**src/shared/np_regs_pkg.sv**
```systemverilog
// Constants and helpers shared by the next page register bank
// What this block does
// RULE1: Outgoing page word is sent as next page
// RULE2: Bit 15 writable further-page flag, resets 0
// RULE3: Bit 14 read-only local acknowledge status
// RULE4: Bit 13 writable message-page flag, resets 1
// RULE5: Bit 12 writable comply flag, resets 0
// RULE6: Bit 11 alternation bit inverts each exchange
// RULE7: Bits 10:0 carry message or unformatted code
// RULE8: Code field resets to null page 1
// RULE9: Each received next page captured at 0x0008
// RULE10: Incoming bit 15 shows partner further-page wish
// RULE11: Incoming bit 14 shows partner acknowledge
// RULE12: Incoming bit 13 message-page flag, resets 1
// RULE13: Incoming bit 12 shows partner comply flag
// RULE14: Received next pages stored in register 8
// RULE15: Software rewrites outgoing word before each exchange
package np_regs_pkg;
	// Register indices; byte address is four times the index
	localparam logic [7:0] OUT_IDX = 8'h07;
	localparam logic [7:0] IN_IDX = 8'h08;
	localparam logic [7:0] STAT_IDX = 8'h10;

	// Field positions of a page word
	localparam int FURTHER_BIT = 15;
	localparam int ACK_BIT = 14;
	localparam int MESSAGE_BIT = 13;
	localparam int COMPLY_BIT = 12;
	localparam int ALT_BIT = 11;
	localparam int CODE_MSB = 10;
	localparam int CODE_W = 11;

	// Status register fields
	localparam int STAT_RX_BIT = 0;
	localparam int STAT_FRESH_BIT = 1;

	// Reset values
	localparam logic FURTHER_RST = 1'b0;
	localparam logic MESSAGE_RST = 1'b1;
	localparam logic COMPLY_RST = 1'b0;
	localparam logic ALT_RST = 1'b0;
	localparam logic [10:0] CODE_RST = 11'h001;
	localparam logic [15:0] IN_WORD_RST = 16'h2001;

	// AXI responses
	localparam logic [1:0] RESP_OKAY = 2'h0;
	localparam logic [1:0] RESP_SLVERR = 2'h2;

	// Byte address of a register index
	function automatic logic [9:0] reg_addr(input logic [7:0] idx);
		reg_addr = {idx, 2'h0};
	endfunction

	// Merge two byte lanes of a 16-bit word under strobes
	function automatic logic [15:0] merge_lanes(input logic [15:0] old_w,
			input logic [15:0] new_w, input logic [1:0] be);
		merge_lanes[7:0] = be[0] ? new_w[7:0] : old_w[7:0];
		merge_lanes[15:8] = be[1] ? new_w[15:8] : old_w[15:8];
	endfunction
endpackage

```
**src/logic/autoneg_next_page_regs.sv**
```systemverilog
// Next page register pair and status word behind an AXI4-Lite slave
//
// Local design decision: the AXI4-Lite register port.
`timescale 1ns/100ps
module autoneg_next_page_regs #(
	parameter int ADDR_W = 10
) (
	// Clock, reset and enable
	input wire logic sys_clk_i,
	input wire logic rst_n_i,
	input wire logic ce_i,
	// AXI4-Lite write address
	input wire logic s_axi_awvalid,
	output logic s_axi_awready,
	input wire logic [ADDR_W-1:0] s_axi_awaddr,
	input wire logic [2:0] s_axi_awprot,
	// AXI4-Lite write data
	input wire logic s_axi_wvalid,
	output logic s_axi_wready,
	input wire logic [31:0] s_axi_wdata,
	input wire logic [3:0] s_axi_wstrb,
	// AXI4-Lite write response
	output logic s_axi_bvalid,
	input wire logic s_axi_bready,
	output logic [1:0] s_axi_bresp,
	// AXI4-Lite read address
	input wire logic s_axi_arvalid,
	output logic s_axi_arready,
	input wire logic [ADDR_W-1:0] s_axi_araddr,
	input wire logic [2:0] s_axi_arprot,
	// AXI4-Lite read data
	output logic s_axi_rvalid,
	input wire logic s_axi_rready,
	output logic [31:0] s_axi_rdata,
	output logic [1:0] s_axi_rresp,
	// Arbitration: outgoing page
	input wire logic ack_local_i,
	input wire logic tx_exchanged_i,
	output logic [15:0] tx_page_o,
	// Arbitration: incoming page
	input wire logic rx_page_valid_i,
	input wire logic [15:0] rx_page_i
);
	// Write channel state
	logic aw_got_q;
	logic w_got_q;
	logic [ADDR_W-1:0] awaddr_q;
	logic [31:0] wdata_q;
	logic [3:0] wstrb_q;
	logic bvalid_q;
	logic [1:0] bresp_q;

	// Read channel state
	logic rvalid_q;
	logic [31:0] rdata_q;
	logic [1:0] rresp_q;

	// Page words and status
	logic [15:0] out_word;
	logic [15:0] in_word;
	logic out_fresh;
	logic in_received;
	logic [15:0] tx_page_q;

	// Write decode
	wire aw_hs = s_axi_awvalid & s_axi_awready;
	wire w_hs = s_axi_wvalid & s_axi_wready;
	wire aw_have = aw_got_q | aw_hs;
	wire w_have = w_got_q | w_hs;
	wire do_wr = ce_i & aw_have & w_have & ~bvalid_q;
	wire [ADDR_W-1:0] wr_addr = aw_got_q ? awaddr_q : s_axi_awaddr;
	wire [31:0] wr_data = w_got_q ? wdata_q : s_axi_wdata;
	wire [3:0] wr_strb = w_got_q ? wstrb_q : s_axi_wstrb;
	wire wr_out = wr_addr == ADDR_W'(np_regs_pkg::reg_addr(
		np_regs_pkg::OUT_IDX));
	wire wr_in = wr_addr == ADDR_W'(np_regs_pkg::reg_addr(
		np_regs_pkg::IN_IDX));
	wire wr_stat = wr_addr == ADDR_W'(np_regs_pkg::reg_addr(
		np_regs_pkg::STAT_IDX));
	wire wr_mapped = wr_out | wr_in | wr_stat;

	// Read decode
	wire ar_hs = ce_i & s_axi_arvalid & s_axi_arready;
	wire rd_out = s_axi_araddr == ADDR_W'(np_regs_pkg::reg_addr(
		np_regs_pkg::OUT_IDX));
	wire rd_in = s_axi_araddr == ADDR_W'(np_regs_pkg::reg_addr(
		np_regs_pkg::IN_IDX));
	wire rd_stat = s_axi_araddr == ADDR_W'(np_regs_pkg::reg_addr(
		np_regs_pkg::STAT_IDX));
	wire rd_mapped = rd_out | rd_in | rd_stat;
	wire [15:0] stat_word = {14'h0000, out_fresh, in_received};
	wire [15:0] rd_word = rd_out ? out_word :
		rd_in ? in_word :
		rd_stat ? stat_word : 16'h0000;

	// Reading the incoming word acknowledges the received flag
	wire rx_clear = ar_hs & rd_in;

	// Ready terms; channels are frozen while the enable is low
	assign s_axi_awready = ce_i & ~aw_got_q & ~bvalid_q;
	assign s_axi_wready = ce_i & ~w_got_q & ~bvalid_q;
	assign s_axi_arready = ce_i & ~rvalid_q;

	assign s_axi_bvalid = bvalid_q;
	assign s_axi_bresp = bresp_q;
	assign s_axi_rvalid = rvalid_q;
	assign s_axi_rdata = rdata_q;
	assign s_axi_rresp = rresp_q;
	assign tx_page_o = tx_page_q;

	outgoing_word_reg u_out (
		.sys_clk_i(sys_clk_i),
		.rst_n_i(rst_n_i),
		.ce_i(ce_i),
		.wr_i(do_wr & wr_out),
		.wdata_i(wr_data[15:0]),
		.be_i(wr_strb[1:0]),
		.ack_local_i(ack_local_i),
		.exchanged_i(tx_exchanged_i),
		.word_o(out_word),
		.fresh_o(out_fresh)
	);

	// Received next pages land here, never in the base page register
	incoming_word_reg u_in (
		.sys_clk_i(sys_clk_i),
		.rst_n_i(rst_n_i),
		.ce_i(ce_i),
		.capture_i(rx_page_valid_i), // [RULE14]
		.page_i(rx_page_i),
		.clear_i(rx_clear),
		.word_o(in_word),
		.received_o(in_received)
	);

	// Page word presented to the arbitration logic
	always_ff @(posedge sys_clk_i) begin
		if (!rst_n_i)
			tx_page_q <= {np_regs_pkg::FURTHER_RST, 1'b0,
				np_regs_pkg::MESSAGE_RST, np_regs_pkg::COMPLY_RST,
				np_regs_pkg::ALT_RST, np_regs_pkg::CODE_RST};
		else if (ce_i)
			tx_page_q <= out_word; // [RULE1]
	end

	// Write address and data holding
	always_ff @(posedge sys_clk_i) begin
		if (!rst_n_i) begin
			aw_got_q <= 1'b0;
			awaddr_q <= '0;
		end else if (ce_i) begin
			if (do_wr)
				aw_got_q <= 1'b0;
			else if (aw_hs) begin
				aw_got_q <= 1'b1;
				awaddr_q <= s_axi_awaddr;
			end
		end
	end

	always_ff @(posedge sys_clk_i) begin
		if (!rst_n_i) begin
			w_got_q <= 1'b0;
			wdata_q <= 32'h0000_0000;
			wstrb_q <= 4'h0;
		end else if (ce_i) begin
			if (do_wr)
				w_got_q <= 1'b0;
			else if (w_hs) begin
				w_got_q <= 1'b1;
				wdata_q <= s_axi_wdata;
				wstrb_q <= s_axi_wstrb;
			end
		end
	end

	// Write response; writes to read-only words are ignored quietly
	always_ff @(posedge sys_clk_i) begin
		if (!rst_n_i) begin
			bvalid_q <= 1'b0;
			bresp_q <= np_regs_pkg::RESP_OKAY;
		end else if (ce_i) begin
			if (do_wr) begin
				bvalid_q <= 1'b1;
				bresp_q <= wr_mapped ? np_regs_pkg::RESP_OKAY :
					np_regs_pkg::RESP_SLVERR;
			end else if (s_axi_bready)
				bvalid_q <= 1'b0;
		end
	end

	// Read response
	always_ff @(posedge sys_clk_i) begin
		if (!rst_n_i) begin
			rvalid_q <= 1'b0;
			rdata_q <= 32'h0000_0000;
			rresp_q <= np_regs_pkg::RESP_OKAY;
		end else if (ce_i) begin
			if (ar_hs) begin
				rvalid_q <= 1'b1;
				rdata_q <= {16'h0000, rd_word};
				rresp_q <= rd_mapped ? np_regs_pkg::RESP_OKAY :
					np_regs_pkg::RESP_SLVERR;
			end else if (s_axi_rready)
				rvalid_q <= 1'b0;
		end
	end
endmodule

```
**src/logic/outgoing_word_reg.sv**
```systemverilog
// Outgoing next page word storage and alternation bit
`timescale 1ns/100ps
module outgoing_word_reg (
	// Clock and reset
	input wire logic sys_clk_i,
	input wire logic rst_n_i,
	input wire logic ce_i,
	// Software write
	input wire logic wr_i,
	input wire logic [15:0] wdata_i,
	input wire logic [1:0] be_i,
	// Arbitration side
	input wire logic ack_local_i,
	input wire logic exchanged_i,
	output logic [15:0] word_o,
	output logic fresh_o
);
	logic further_q;
	logic message_q;
	logic comply_q;
	logic alt_q;
	logic fresh_q;
	logic [10:0] code_q;
	logic [15:0] merged;

	assign merged = np_regs_pkg::merge_lanes(word_o, wdata_i, be_i);

	// Bits 14 and 11 are not software writable
	assign word_o = {further_q, ack_local_i, message_q, comply_q, // [RULE3]
		alt_q, code_q}; // [RULE1] [RULE7]
	assign fresh_o = fresh_q;

	always_ff @(posedge sys_clk_i) begin
		if (!rst_n_i) begin
			further_q <= np_regs_pkg::FURTHER_RST; // [RULE2]
			message_q <= np_regs_pkg::MESSAGE_RST; // [RULE4]
			comply_q <= np_regs_pkg::COMPLY_RST; // [RULE5]
			alt_q <= np_regs_pkg::ALT_RST;
			code_q <= np_regs_pkg::CODE_RST; // [RULE8]
			fresh_q <= 1'b0;
		end else if (ce_i) begin
			if (wr_i) begin
				further_q <= merged[np_regs_pkg::FURTHER_BIT]; // [RULE2]
				message_q <= merged[np_regs_pkg::MESSAGE_BIT]; // [RULE4]
				comply_q <= merged[np_regs_pkg::COMPLY_BIT]; // [RULE5]
				code_q <= merged[np_regs_pkg::CODE_MSB:0]; // [RULE7]
			end
			// Next word carries the opposite of the one just exchanged
			if (exchanged_i)
				alt_q <= ~alt_q; // [RULE6]
			// A write landing with an exchange leaves the word fresh
			if (wr_i)
				fresh_q <= 1'b1;
			else if (exchanged_i)
				fresh_q <= 1'b0;
		end
	end
endmodule

```
**src/logic/incoming_word_reg.sv**
```systemverilog
// Incoming next page word capture with received flag
`timescale 1ns/100ps
module incoming_word_reg (
	// Clock and reset
	input wire logic sys_clk_i,
	input wire logic rst_n_i,
	input wire logic ce_i,
	// Arbitration side
	input wire logic capture_i,
	input wire logic [15:0] page_i,
	// Software side
	input wire logic clear_i,
	output logic [15:0] word_o,
	output logic received_o
);
	logic [15:0] word_q;
	logic received_q;

	assign word_o = word_q;
	assign received_o = received_q;

	always_ff @(posedge sys_clk_i) begin
		if (!rst_n_i) begin
			word_q <= np_regs_pkg::IN_WORD_RST; // [RULE12]
			received_q <= 1'b0;
		end else if (ce_i) begin
			// Whole word kept: bits 15..12 show partner flags
			if (capture_i)
				word_q <= page_i; // [RULE9] [RULE10] [RULE11] [RULE13]
			// New page wins over a simultaneous clear
			if (capture_i)
				received_q <= 1'b1;
			else if (clear_i)
				received_q <= 1'b0;
		end
	end
endmodule

```
**config.mk**
```make
export PLATFORM = sky130hd
export DESIGN_NAME = autoneg_next_page_regs
export DESIGN_NICKNAME = d
export VERILOG_FILES = /design/src/shared/np_regs_pkg.sv /design/src/logic/autoneg_next_page_regs.sv /design/src/logic/outgoing_word_reg.sv /design/src/logic/incoming_word_reg.sv
export SDC_FILE = /design/constraint.sdc
export NUM_CORES = 1
export LEC_CHECK = 0
export ABC_AREA = 1
export BUFFER_PORTS_ARGS = -buffer_cell sky130_fd_sc_hd__buf_2
export CAP_MARGIN = 20
export CORE_MARGIN = 3
export CORE_UTILIZATION = 30
export CTS_BUF_LIST = sky130_fd_sc_hd__clkbuf_4
export DETAILED_ROUTE_END_ITERATION = 10
export HOLD_SLACK_MARGIN = 0.06
export MAX_ROUTING_LAYER = met4
export SYNTH_ARGS = -nofsm -noshare
export SYNTH_HDL_FRONTEND = slang
export SYNTH_SLANG_ARGS = --single-unit
```
**constraint.sdc**
```tcl
create_clock -name sys_clk_i -period 4.42 [get_ports sys_clk_i]
set_clock_uncertainty 0.2 [all_clocks]
set_input_delay 0.221 -clock sys_clk_i [delete_from_list [all_inputs] [get_ports sys_clk_i]]
set_output_delay 0.221 -clock sys_clk_i [all_outputs]
set_load 0.005 [all_outputs]
```
### Word-level counts from Yosys, hierarchy flattened

Cells that the tools add are included.

* input port bits: 89
* output and inout bits: 57
* flip-flop bits (word level): 101

* mux-type cells: 20
* reductions and logical operators: 20
* bitwise logic cells: 26
* equal/unequal tests: 6

Operators by type and width (number)
* 16-bit two-way mux: 3
* 10-bit by 5-bit == test with 1-bit output (second input constant): 2
* 10-bit by 6-bit == test with 1-bit output (second input constant): 2
* 10-bit by 7-bit == test with 1-bit output (second input constant): 2
* 2-bit AND reduction: 10
* 1-bit AND: 14
* 1-bit two-way mux: 12
* 3-bit AND reduction: 4
* 2-bit nonzero test: 6
* 10-bit two-way mux: 1
* 2-bit two-way mux: 4
* 1-bit NOT: 6
* 1-bit OR: 6

### Depth between registers and ports, before layout

Gate-level depths: netlist of run 1.

* depth after elaboration: 11
* gate-level depth with buffers: 11
* mapped depth without buffers: 10

### Modules after synthesis

From an unflattened synthesis of run 1, not the netlist that was laid out.

* cell total of the unflattened synthesis: 661
* area, all modules: 4644.5 um^2

By module, submodules not included
* autoneg_next_page_regs: cells an instance 457, times used 1, area an instance 3258.1 um^2
* incoming_word_reg: cells an instance 103, times used 1, area an instance 693.2 um^2
* outgoing_word_reg: cells an instance 101, times used 1, area an instance 693.2 um^2

### Least setup slack after synthesis of run 1

OpenSTA, ideal clock, no wires.

* path kind: flip-flop to flip-flop
* start point: register aw_got_q
* end point: register u_out.code_q[10]
* clock period less this slack: 1683 ps
* data arrival time: 1371 ps
* setup time: 113 ps
* setup slack: 2737 ps
* data required time: 4107 ps
* cell stages (with the launch flop): 9
* cells stage by stage: dfxtp_1 > buf_2 > o21ai_0 > nand2_1 > nor2_2 > nand4_1 > buf_2 > nor2_1 > nor2_1

* longest elaborated chain between the ends: 10
* elaborated cells between the ends (all ways): 12

RTL lines
* from (decl): RTL line autoneg_next_page_regs.sv:45 `logic aw_got_q;`
* from (signal assigned): RTL line autoneg_next_page_regs.sv:149 `aw_got_q <= 1'b0;`
* from (signal assigned): RTL line autoneg_next_page_regs.sv:153 `aw_got_q <= 1'b0;`
* from (signal assigned): RTL line autoneg_next_page_regs.sv:155 `aw_got_q <= 1'b1;`
* 1-bit NOT: RTL line autoneg_next_page_regs.sv:100 `assign s_axi_awready = ce_i & ~aw_got_q & ~bvalid_q;`
* 1-bit AND (2 in a row): RTL line autoneg_next_page_regs.sv:100
* 1-bit AND: RTL line autoneg_next_page_regs.sv:66 `wire aw_hs = s_axi_awvalid & s_axi_awready;`
* 1-bit OR: RTL line autoneg_next_page_regs.sv:68 `wire aw_have = aw_got_q | aw_hs;`
* 1-bit AND (3 in a row): RTL line autoneg_next_page_regs.sv:70 `wire do_wr = ce_i & aw_have & w_have & ~bvalid_q;`
* 1-bit AND *: RTL line autoneg_next_page_regs.sv:115 `.wr_i(do_wr & wr_out),`
* 3-bit AND reduction (no line) *
* to (signal assigned): RTL line outgoing_word_reg.sv:39 `code_q <= np_regs_pkg::CODE_RST;`
* to (signal assigned): RTL line outgoing_word_reg.sv:46 `code_q <= merged[np_regs_pkg::CODE_MSB:0];`
* to (decl): RTL line outgoing_word_reg.sv:23 `logic [10:0] code_q;`

Every way passes the cells marked *; elsewhere a longest branch is shown, timed or not.
A chain may end at the register's enable or synchronous reset.

### Final worst setup path of run 1

* start point: input port ce_i
* end point: register awaddr_q[8]

* longest elaborated chain between the ends: 9
* elaborated cells between the ends (all ways): 13

RTL lines
* from (decl): RTL line autoneg_next_page_regs.sv:11 `input wire logic ce_i,`
* 1-bit AND (2 in a row): RTL line autoneg_next_page_regs.sv:100
* 1-bit AND: RTL line autoneg_next_page_regs.sv:66
* 1-bit OR: RTL line autoneg_next_page_regs.sv:68
* 1-bit AND (3 in a row): RTL line autoneg_next_page_regs.sv:70
* 1-bit NOT (no line)
* 3-bit AND reduction (no line) *
* to (signal assigned): RTL line autoneg_next_page_regs.sv:156 `awaddr_q <= s_axi_awaddr;`
* to (decl): RTL line autoneg_next_page_regs.sv:47 `logic [ADDR_W-1:0] awaddr_q;`

Marks and branches as above.

==> metrics.txt, run 1 <==
Worst-Margin Slew=793 ps; crit-path cells=dlygate4sd3_1, buf_2, buf_4, inv_2, or2_4, nor2_1, nand3_1, o21ai_0, a21oi_1; num ports=146; RSZ-0062 raised after global routing=no; WP data required=4550 ps; gr ovfl total=0; Hold EP=s_axi_rdata[14]; final worst slack=a little under 2000 ps; Internal=1150 µW; final std cell area, no fill=~5500 µm²; Synth warnings=0; clk root buf=clkbuf_4; Post-synth EDFFs=0; PwrDens=291 nW/µm²; Max Clk Rate=403 MHz; number of global-route vias before repair=3879; area of placed instances=4790 µm²; residual DRC count=0; Hold Path Stages=6; grt met3 use=3.75%; switching share of total power=approximately 28%; initial antenna violation count=1; share of cells above drive strength 1=16.8%; Final Slew Violations=0; global-route wire length before repair=between 15 and 20 mm; chip width=125 µm; cell leakage power=roughly 0.0025 µW; Power, Total=1590 µW; max_slew headroom=47.1%; GRT busiest layer=met2; GRT Overall Usage=15.1%; arrival time worst endpoint=2620 ps; R2R Setup Slk=2050 ps; H-tree depth=3; total setup buffers inserted after CTS=0; status=finished clean; Most used DFF post-synth=dfxtp_1; Num CTS Buffers=9; Setup crit start kind=input pin; Tcrit/Tclk final=56.2%; CP Max Fanout=34; Starting Density=31.3%; drt total wl=11.4 mm; Critical R2R Launch=aw_got_q; # clock sinks=97; Die ar.=15600 µm²; global placer's final weighted congestion=between 0.7 and 0.8; Max Cap Violations=0; M2 GR Usage=24.0%; DP Wirelength=7.93 mm; Antenna Violating Nets Remaining=0; pin count of the biggest net entering global routing=48; Comb pwr share=14.9%; Mapped Avg Cell Area=7.01 µm²; Clk pwr share=a little over a quarter; TNS Setup=0 ps; DP Worst Slack=1630 ps; area delta synth->final=28.9%; # nets final=834; Port-buffer cells=101; placement row count=42; CTS clk-pin slew, worst paths=160 ps; FF+latch count, synth=between 90 and 100; fraction of registers with async set or reset after synthesis=0%; drt pass-1 iters=4; Max VDD drop=approximately 160 µV; kind of critical path=in -> reg; DR vias=between 4000 and 5000; proportion of power drawn by flip-flops and latches=approximately three fifths; Initial DRC Count=around 250; Mapped Cells=606; met1 global-route usage=~19%; crit end category=register; Clock Path Buffers=2; routed length per instance=12.3 µm; post-synthesis sequential area ratio=45.7%; minimum clock period after layout=approximately 2500 ps; Synth cell types=24; final hold violations=0; Hold Path Origin=s_axi_araddr[8]; r2r endpoint=u_out.code_q[9]; clock latency on the worst-skew pair=450 ps; Final setup viols=0; R2R cell count=9; Core Area=13600 µm²; vias per cell=4.42; Synth Cell Area=4250 µm²; die extent in y=approximately 130 µm; switching pwr=between 400 and 500 µW; Hold Path Class=in -> reg; CTS tree=yes; crit-path max cell delay=520 ps; slowest stage cell, crit path=dlygate4sd3_1; final cell utilization of the core=40.4%
cell families (layout without fill, tap and decap cells):
| group | after synthesis | after routing | share of synthesized area, % |
|---|---|---|---|
| compound gates | 156 | 156 | 18.7 |
| flops | 97 | 97 | 45.7 |
| buf+inv | 114 | 240 | 12.1 |
| other cells | 1 | 19 | 0.0883 |
| simple gates | 238 | 238 | 23.4 |
final cells by class:
cell class	instances	area [µm²]
clock inverters	4	28.8
clock buffers	11	82.6
fillers	1457	8080
multi-input cells	412	1860
flip-flops and latches	97	1940
diodes	1	2.50
well taps	176	220
inverters	64	240
repair buffers	161	1100
layout by cell type, fill, tap and decap left out, drive strengths merged:
cell type | Yosys | routed
inv | 64 | 65
dfxtp | 97 | 97
nor2 | 76 | 76
nand3b | 1 | 1
a21oi | 59 | 59
clkbuf | 25 | 11
nor3 | 5 | 5
nand4 | 6 | 6
diode | 0 | 1
nand3 | 24 | 24
nor2b | 1 | 1
clkinv | 0 | 2
clkinvlp | 0 | 1
o21bai | 5 | 5
conb | 1 | 18
dlygate4sd3 | 0 | 56
nand2 | 124 | 124
o211ai | 1 | 1
or2 | 1 | 1
buf | 25 | 105
o21ai | 91 | 91
critical path: cells and delay by family:
family | cells | cell delay, ps
AND/OR/NAND/NOR | 3 | 910
AO/OA/AOI/OAI | 2 | 440
buffers and inverters | 4 | 1040
synth_stat cells, drive strengths merged, types with 5 or more instances:
| library cell | instances | area [µm²] |
|---|---|---|
| clkbuf | 25 | 93.8 |
| buf | 25 | 181 |
| dfxtp | 97 | 1940 |
| inv | 64 | 240 |
| o21bai | 5 | 37.5 |
| a21oi | 59 | 295 |
| nand3 | 24 | 120 |
| o21ai | 91 | 455 |
| nor3 | 5 | 41.3 |
| nand2 | 124 | 465 |
| nor2 | 76 | 290 |
| nand4 | 6 | 52.6 |
metrics by stage:
step,hold WS (ps),cells
finish,100,926
CTS,68.3,924
floorplan,134,623
global route,117,926
detailed placement,232,853
global placement,230,853
what timing repair did:
item | 4_1_cts | 5_1_grt
endpoints found under the setup margin | 0 | 0
gates resized for setup | 0 | 0
endpoints found under the hold margin | 72 | 0
hold buffers | 56 | 0
routing by layer:
metal,share of wire [%],routed length [µm],up-vias
met2,46,5190,104
met3,5.7,645,13
met4,1.3,143,0
met5,0,0,-
met1,47,5390,1799
li1,-,-,2177
worst max-delay path by stage:
stage | to | from
3_5_place_dp | wdata_q[12] | ce_i
5_1_grt | s_axi_rdata[15] | s_axi_araddr[2]
6_report | awaddr_q[8] | ce_i
4_1_cts | wdata_q[12] | ce_i
2_1_floorplan | u_out.code_q[10] | aw_got_q
3_3_place_gp | wdata_q[0] | ce_i
sequential cells by signal, summed over array words and instances (netlist names), 2 cells and up:
name and cells:
s_axi_rdata 16, awaddr_q 10, u_in.word_o 16, wdata_q 14, wstrb_q 2, u_out.code_q 11
tx_page_o 16
power groups by stage:
stage	Combinational, µW	Clock (µW)	Sequential, µW
CTS	238	444	932
detailed placement	198	0	951
global route	274	481	937
floorplan	136	0	948
finish	237	423	932
global placement	196	0	950
(Power assumes the default switching activity.)
==> inputs of run 2 (changes only) <==
ABC_AREA = 0   (was 1)
clock period = 2.1 ns   (was 4.42 ns; I/O delays follow)
==> run 2 against run 1 <==
Net effect:
- utilization increased by 3.3 points
- final cell count decreased by 11%
- register-to-register slack got worse by 2000 ps
- sequential cell count unchanged
- non-clock buffer count increased by 44
- sequential share of layout area decreased by 2.3 points
- area after synthesis decreased by 1.1%
- power increased by 100%
- die area decreased by 1.1%
- first-iteration DRC count decreased by 51%
- largest power group unchanged
==> metrics.txt, run 2 <==
max_slew headroom=62.2%; share of cells above drive strength 1=22.1%; drt pass-1 iters=4; commonest non-fill, non-tap cell in the layout=buf_2; Most used DFF post-synth=dfxtp_1; share of Yosys cell area claimed by the top area cell type=46.2%; Port-buffer cells=~100; Worst-Margin Slew=565 ps; Core Area=13500 µm²; status=finished clean; global placer's final weighted congestion=0.774; synth cell count leaders=97 x dfxtp_1, 72 x nand2_1, 70 x mux2i_1, 52 x nor2_1; drt total wl=11.2 mm; Hold Path Class=in -> reg; area delta synth->final=39.8%; post-synthesis sequential area ratio=roughly 46%; CTS clk-pin slew, worst paths=about 130 ps; fraction of registers with async set or reset after synthesis=0%; FF+latch count, synth=between 90 and 100; Hold Path Stages=4; Max Clk Rate=483 MHz; kind of critical path=in -> reg; number of diodes=0; Clock Path Buffers=2; Synth Cell Area=between 4000 and 5000 µm²; Synth cell types=43; clk root buf=clkbuf_4; number of global-route vias before repair=3761; area of placed instances=4860 µm²; Setup crit start kind=input pin; final std cell area, no fill=5870 µm²; Num CTS Buffers=9; final hold violations=0; DP Wirelength=8.02 mm; crit end category=register; Initial DRC Count=~120; # clock sinks=97; R2R cell count=5; Final setup viols=0; Antenna Violating Nets Remaining=0; most area-consuming cells after synthesis=dfxtp_1 46%, mux2i_1 17%, nand2_1 6.4%; Max VDD drop=218 µV; num ports=146; Synth warnings=0; DR vias=between 3000 and 4000; area leader, netlist=dfxtp_1; cell leakage power=between 0.002 and 0.003 µW; residual DRC count=0; vias per cell=4.57; GRT Overall Usage=14.7%; # nets final=737; count leader, synth=dfxtp_1; chip width=approximately 120 µm; CTS tree=yes; Max Cap Violations=0; minimum clock period after layout=2070 ps; PwrDens=between 500 and 600 nW/µm²; arrival time worst endpoint=around 2200 ps; Tcrit/Tclk final=98.7%; routed length per instance=13.5 µm; Final Slew Violations=0; WHS=136 ps; pin count of the biggest net entering global routing=33; gr ovfl total=0; placement row count=42; H-tree depth=3; Starting Density=31.2%; Mapped Avg Cell Area=just over 9 µm²; global-route wire length before repair=18.3 mm; Post-synth EDFFs=0; commonest cells after routing, fill and taps aside=101 x buf_2, 96 x dfxtp_1, 86 x dlygate4sd3_1; die extent in y=roughly 120 µm; CP Max Fanout=5; clock latency on the worst-skew pair=440 ps; WP data required=approximately 2200 ps; initial antenna violation count=0; Mapped Cells=462; fill count=1355; Die ar.=15500 µm²
[run 2: repair_timing]
item / CTS / global route
setup endpoints to repair: 0 / 18
hold endpoints to repair: 87 / 0
resized for setup: 0 / 9
setup buffers: 0 / 1
hold buffers: 86 / 0
[run 2: path summary, 6_finish.rpt]
path                            slack, ps            start              end
worst max-delay path                   30  s_axi_awaddr[5]  u_out.code_q[8]
worst min-delay path                  140  rx_page_valid_i  u_in.word_o[14]
worst max register to register         50         aw_got_q  u_out.code_q[8]
worst min register to register        260  u_in.word_o[14]  u_in.word_o[14]
[run 2: power by group]
group,total (µW),switching (µW),internal (µW)
logic,505,233,272
clock network,829,564,265
registers,1920,30.8,1890
total,3250,828,2430
[run 2: final cells by class]
| class | instances | area (µm²) | area share, % |
|---|---|---|---|
| clock inverters | 2 | 7.51 | 0.128 |
| inverters | 2 | 7.51 | 0.128 |
| repair buffers | 205 | 1520 | 25.9 |
| well taps | 176 | 220 | 3.75 |
| clock buffers | 12 | 90.1 | 1.53 |
| flip-flops and latches | 97 | 1950 | 33.1 |
| multi-input cells | 333 | 2080 | 35.5 |
[run 2: metal layers]
layer | track usage [%] | up-vias | part of all wire, %
li1 | - | 1929 | -
met1 | 18.3 | 1757 | 47
met2 | 24.0 | 76 | 48
met3 | 3.52 | 15 | 4.0
met4 | 4.06 | 0 | 1.2
met5 | - | - | 0
[run 2: critical path, cell delays in order]
cell and delay [ps]:
dlygate4sd3_1 530, buf_2 140, or4b_4 540, o22a_4 220, or3_4 390, buf_4 170, mux2i_1 110
[run 2: cell families after synthesis]
kind of cell              Yosys count  synth area share [%]
AOI/OAI and AO/OA                  67                  10.2
xor gates and xnor gates            3                 0.626
buffers and inverters              49                  6.73
DFF                                97                  46.2
muxes                              72                  17.2
other                               1                0.0893
and+or+nand+nor                   173                  18.9
[run 2: through the flow]
step	std cells	setup slack, ps	TNS, ps	total power [µW]	utilization [%]
6_report	827	27.7	0	3250	43.6
5_1_grt	827	-28.3	-154	3430	43.6
3_3_place_gp	726	36.0	0	2330	36.1
4_1_cts	826	6.87	0	3300	43.3
3_5_place_dp	726	21.0	0	2340	36.1
2_1_floorplan	479	0.106	0	2210	-
==> inputs of run 3 (changes only) <==
CTS_BUF_LIST = unset   (was sky130_fd_sc_hd__clkbuf_4)
==> run 3 against run 2 <==
Net effect:
- the flow now finishes with violations (negative hold slack)
- first-iteration DRC count decreased by 2.5%
- sequential share of layout area increased by 0.49 points
- register-to-register slack about the same
- worst setup slack improved by 26 ps
- largest cell class unchanged
- highest routed layer unchanged
==> metrics.txt, run 3 (same netlist as run 2, synthesis figures left out) <==
Starting Density=31.2%; H-tree depth=3; number of global-route vias before repair=approximately 3700; area of placed instances=4860 µm²; Register Area=1940 µm²; CTS Hold Buffers Added=60; crit end category=register; Comb pwr share=around 12%; final cell utilization of the core=~43%; M2 GR Usage=a little under a quarter; drt pass-1 iters=4; switching pwr=898 µW; Antenna Violating Nets Remaining=0; Internal=approximately 3000 µW; multi-input logic area=2090 µm²; max_slew headroom=a little over three fifths; global placer's final weighted congestion=0.774; fill count=1356; Max Clk Rate=489 MHz; DR vias=between 3000 and 4000; arrival time worst endpoint=between 2000 and 2500 ps; share of cells above drive strength 1=22.9%; failing checks=negative hold slack; Num CTS Buffers=9; CTS clk-pin slew, worst paths=60 ps; Max Cap Violations=0; placement row count=42; WP data required=around 2100 ps; Final setup viols=0; Clk pwr share=38.4%; die extent in y=124 µm; pin count of the biggest net entering global routing=33; status=complete, but fails checks; grt met3 use=3.30%; kind of critical path=in -> reg; total setup buffers inserted after CTS=0; gr ovfl total=0; chip width=around 120 µm; clk root buf=clkbuf_16; Core Area=13500 µm²; GRT Overall Usage=14.4%; clock latency on the worst-skew pair=340 ps; Final Slew Violations=0; CP Max Fanout=5; drt total wl=11.1 mm; # clock sinks=97; switching share of total power=between 20% and 30%; GRT busiest layer=met2; DP Wirelength=between 8 and 9 mm; minimum clock period after layout=roughly 2000 ps; commonest non-fill, non-tap cell in the layout=buf_2; Placed Cells=726; final std cell area, no fill=5780 µm²; commonest cells after routing, fill and taps aside=101 x buf_2, 96 x dfxtp_1, 72 x nand2_1; vias per cell=4.63; proportion of power drawn by flip-flops and latches=roughly 49%; Tcrit/Tclk final=97.4%; Port-buffer cells=101; Layout Cells excl Fill=800; met1 global-route usage=between 10% and 20%; WHS=-6.85 ps; Worst-Margin Slew=between 500 and 600 ps; final hold violations=1; routed length per instance=13.9 µm; Clock Path Buffers=2; # nets final=710; residual DRC count=0; Setup crit start kind=input pin; Initial DRC Count=118; area delta synth->final=37.5%; Max VDD drop=384 µV; CTS tree=yes; global-route wire length before repair=between 15 and 20 mm; num ports=around 150; number of diodes=0; Die ar.=~15000 µm²; cell leakage power=0.00262 µW; initial antenna violation count=0; Hold Path Class=in -> reg; PwrDens=673 nW/µm²
-- run 3: power groups by stage --
stage / logic, µW / registers [µW] / clock network (µW)
6_report: 473 / 1920 / 1490
3_3_place_gp: 371 / 1960 / 0
4_1_cts: 469 / 1920 / 1540
3_5_place_dp: 380 / 1960 / 0
5_1_grt: 524 / 1930 / 1610
2_1_floorplan: 261 / 1950 / 0
-- run 3: per-stage QoR --
| step | total power, µW | TNS [ps] | setup slack (ps) |
|---|---|---|---|
| 3_3_place_gp | 2330 | 0 | 36.0 |
| 5_1_grt | 4060 | -105 | -22.1 |
| 3_5_place_dp | 2340 | 0 | 21.0 |
| 4_1_cts | 3930 | 0 | 8.86 |
| 2_1_floorplan | 2210 | 0 | 0.106 |
| 6_report | 3890 | 0 | 54.2 |
-- run 3: worst paths after layout --
check	startpoint	to	slack (ps)	depth (start not counted)
hold / removal	s_axi_araddr[4]	u_in.received_o	-7	5
hold reg to reg	s_axi_rdata[11]	s_axi_rdata[11]	250	2
setup reg to reg	aw_got_q	u_out.code_q[8]	60	5
setup / recovery	s_axi_awaddr[0]	u_out.code_q[8]	50	7
-- run 3: repair_timing --
action                     in CTS  in global routing
setup endpoints to repair       0                 31
hold endpoints to repair       70                  1
resized for setup               0                 10
-- run 3: area by class of cell --
| class | instances | share of cell area (%) |
|---|---|---|
| sequential | 97 | 33.6 |
| tap | 176 | 3.81 |
| timing repair buffer | 178 | 21.7 |
| inverter | 2 | 0.130 |
| clock buffer | 14 | 4.57 |
| multi-input combinational | 333 | 36.1 |
-- run 3: critical path, stage by stage --
cell and delay (ps):
dlygate4sd3_1 520, buf_2 130, nor4_1 380, o22ai_1 230, or3_4 410, buf_4 170
mux2i_1 110
-- run 3: per-layer routing --
layer  vias up  share of wire (%)
met4         0                2.1
met1      1716                 47
met2        92                 47
met3        19                4.0
met5         -                  0
li1       1873                  -
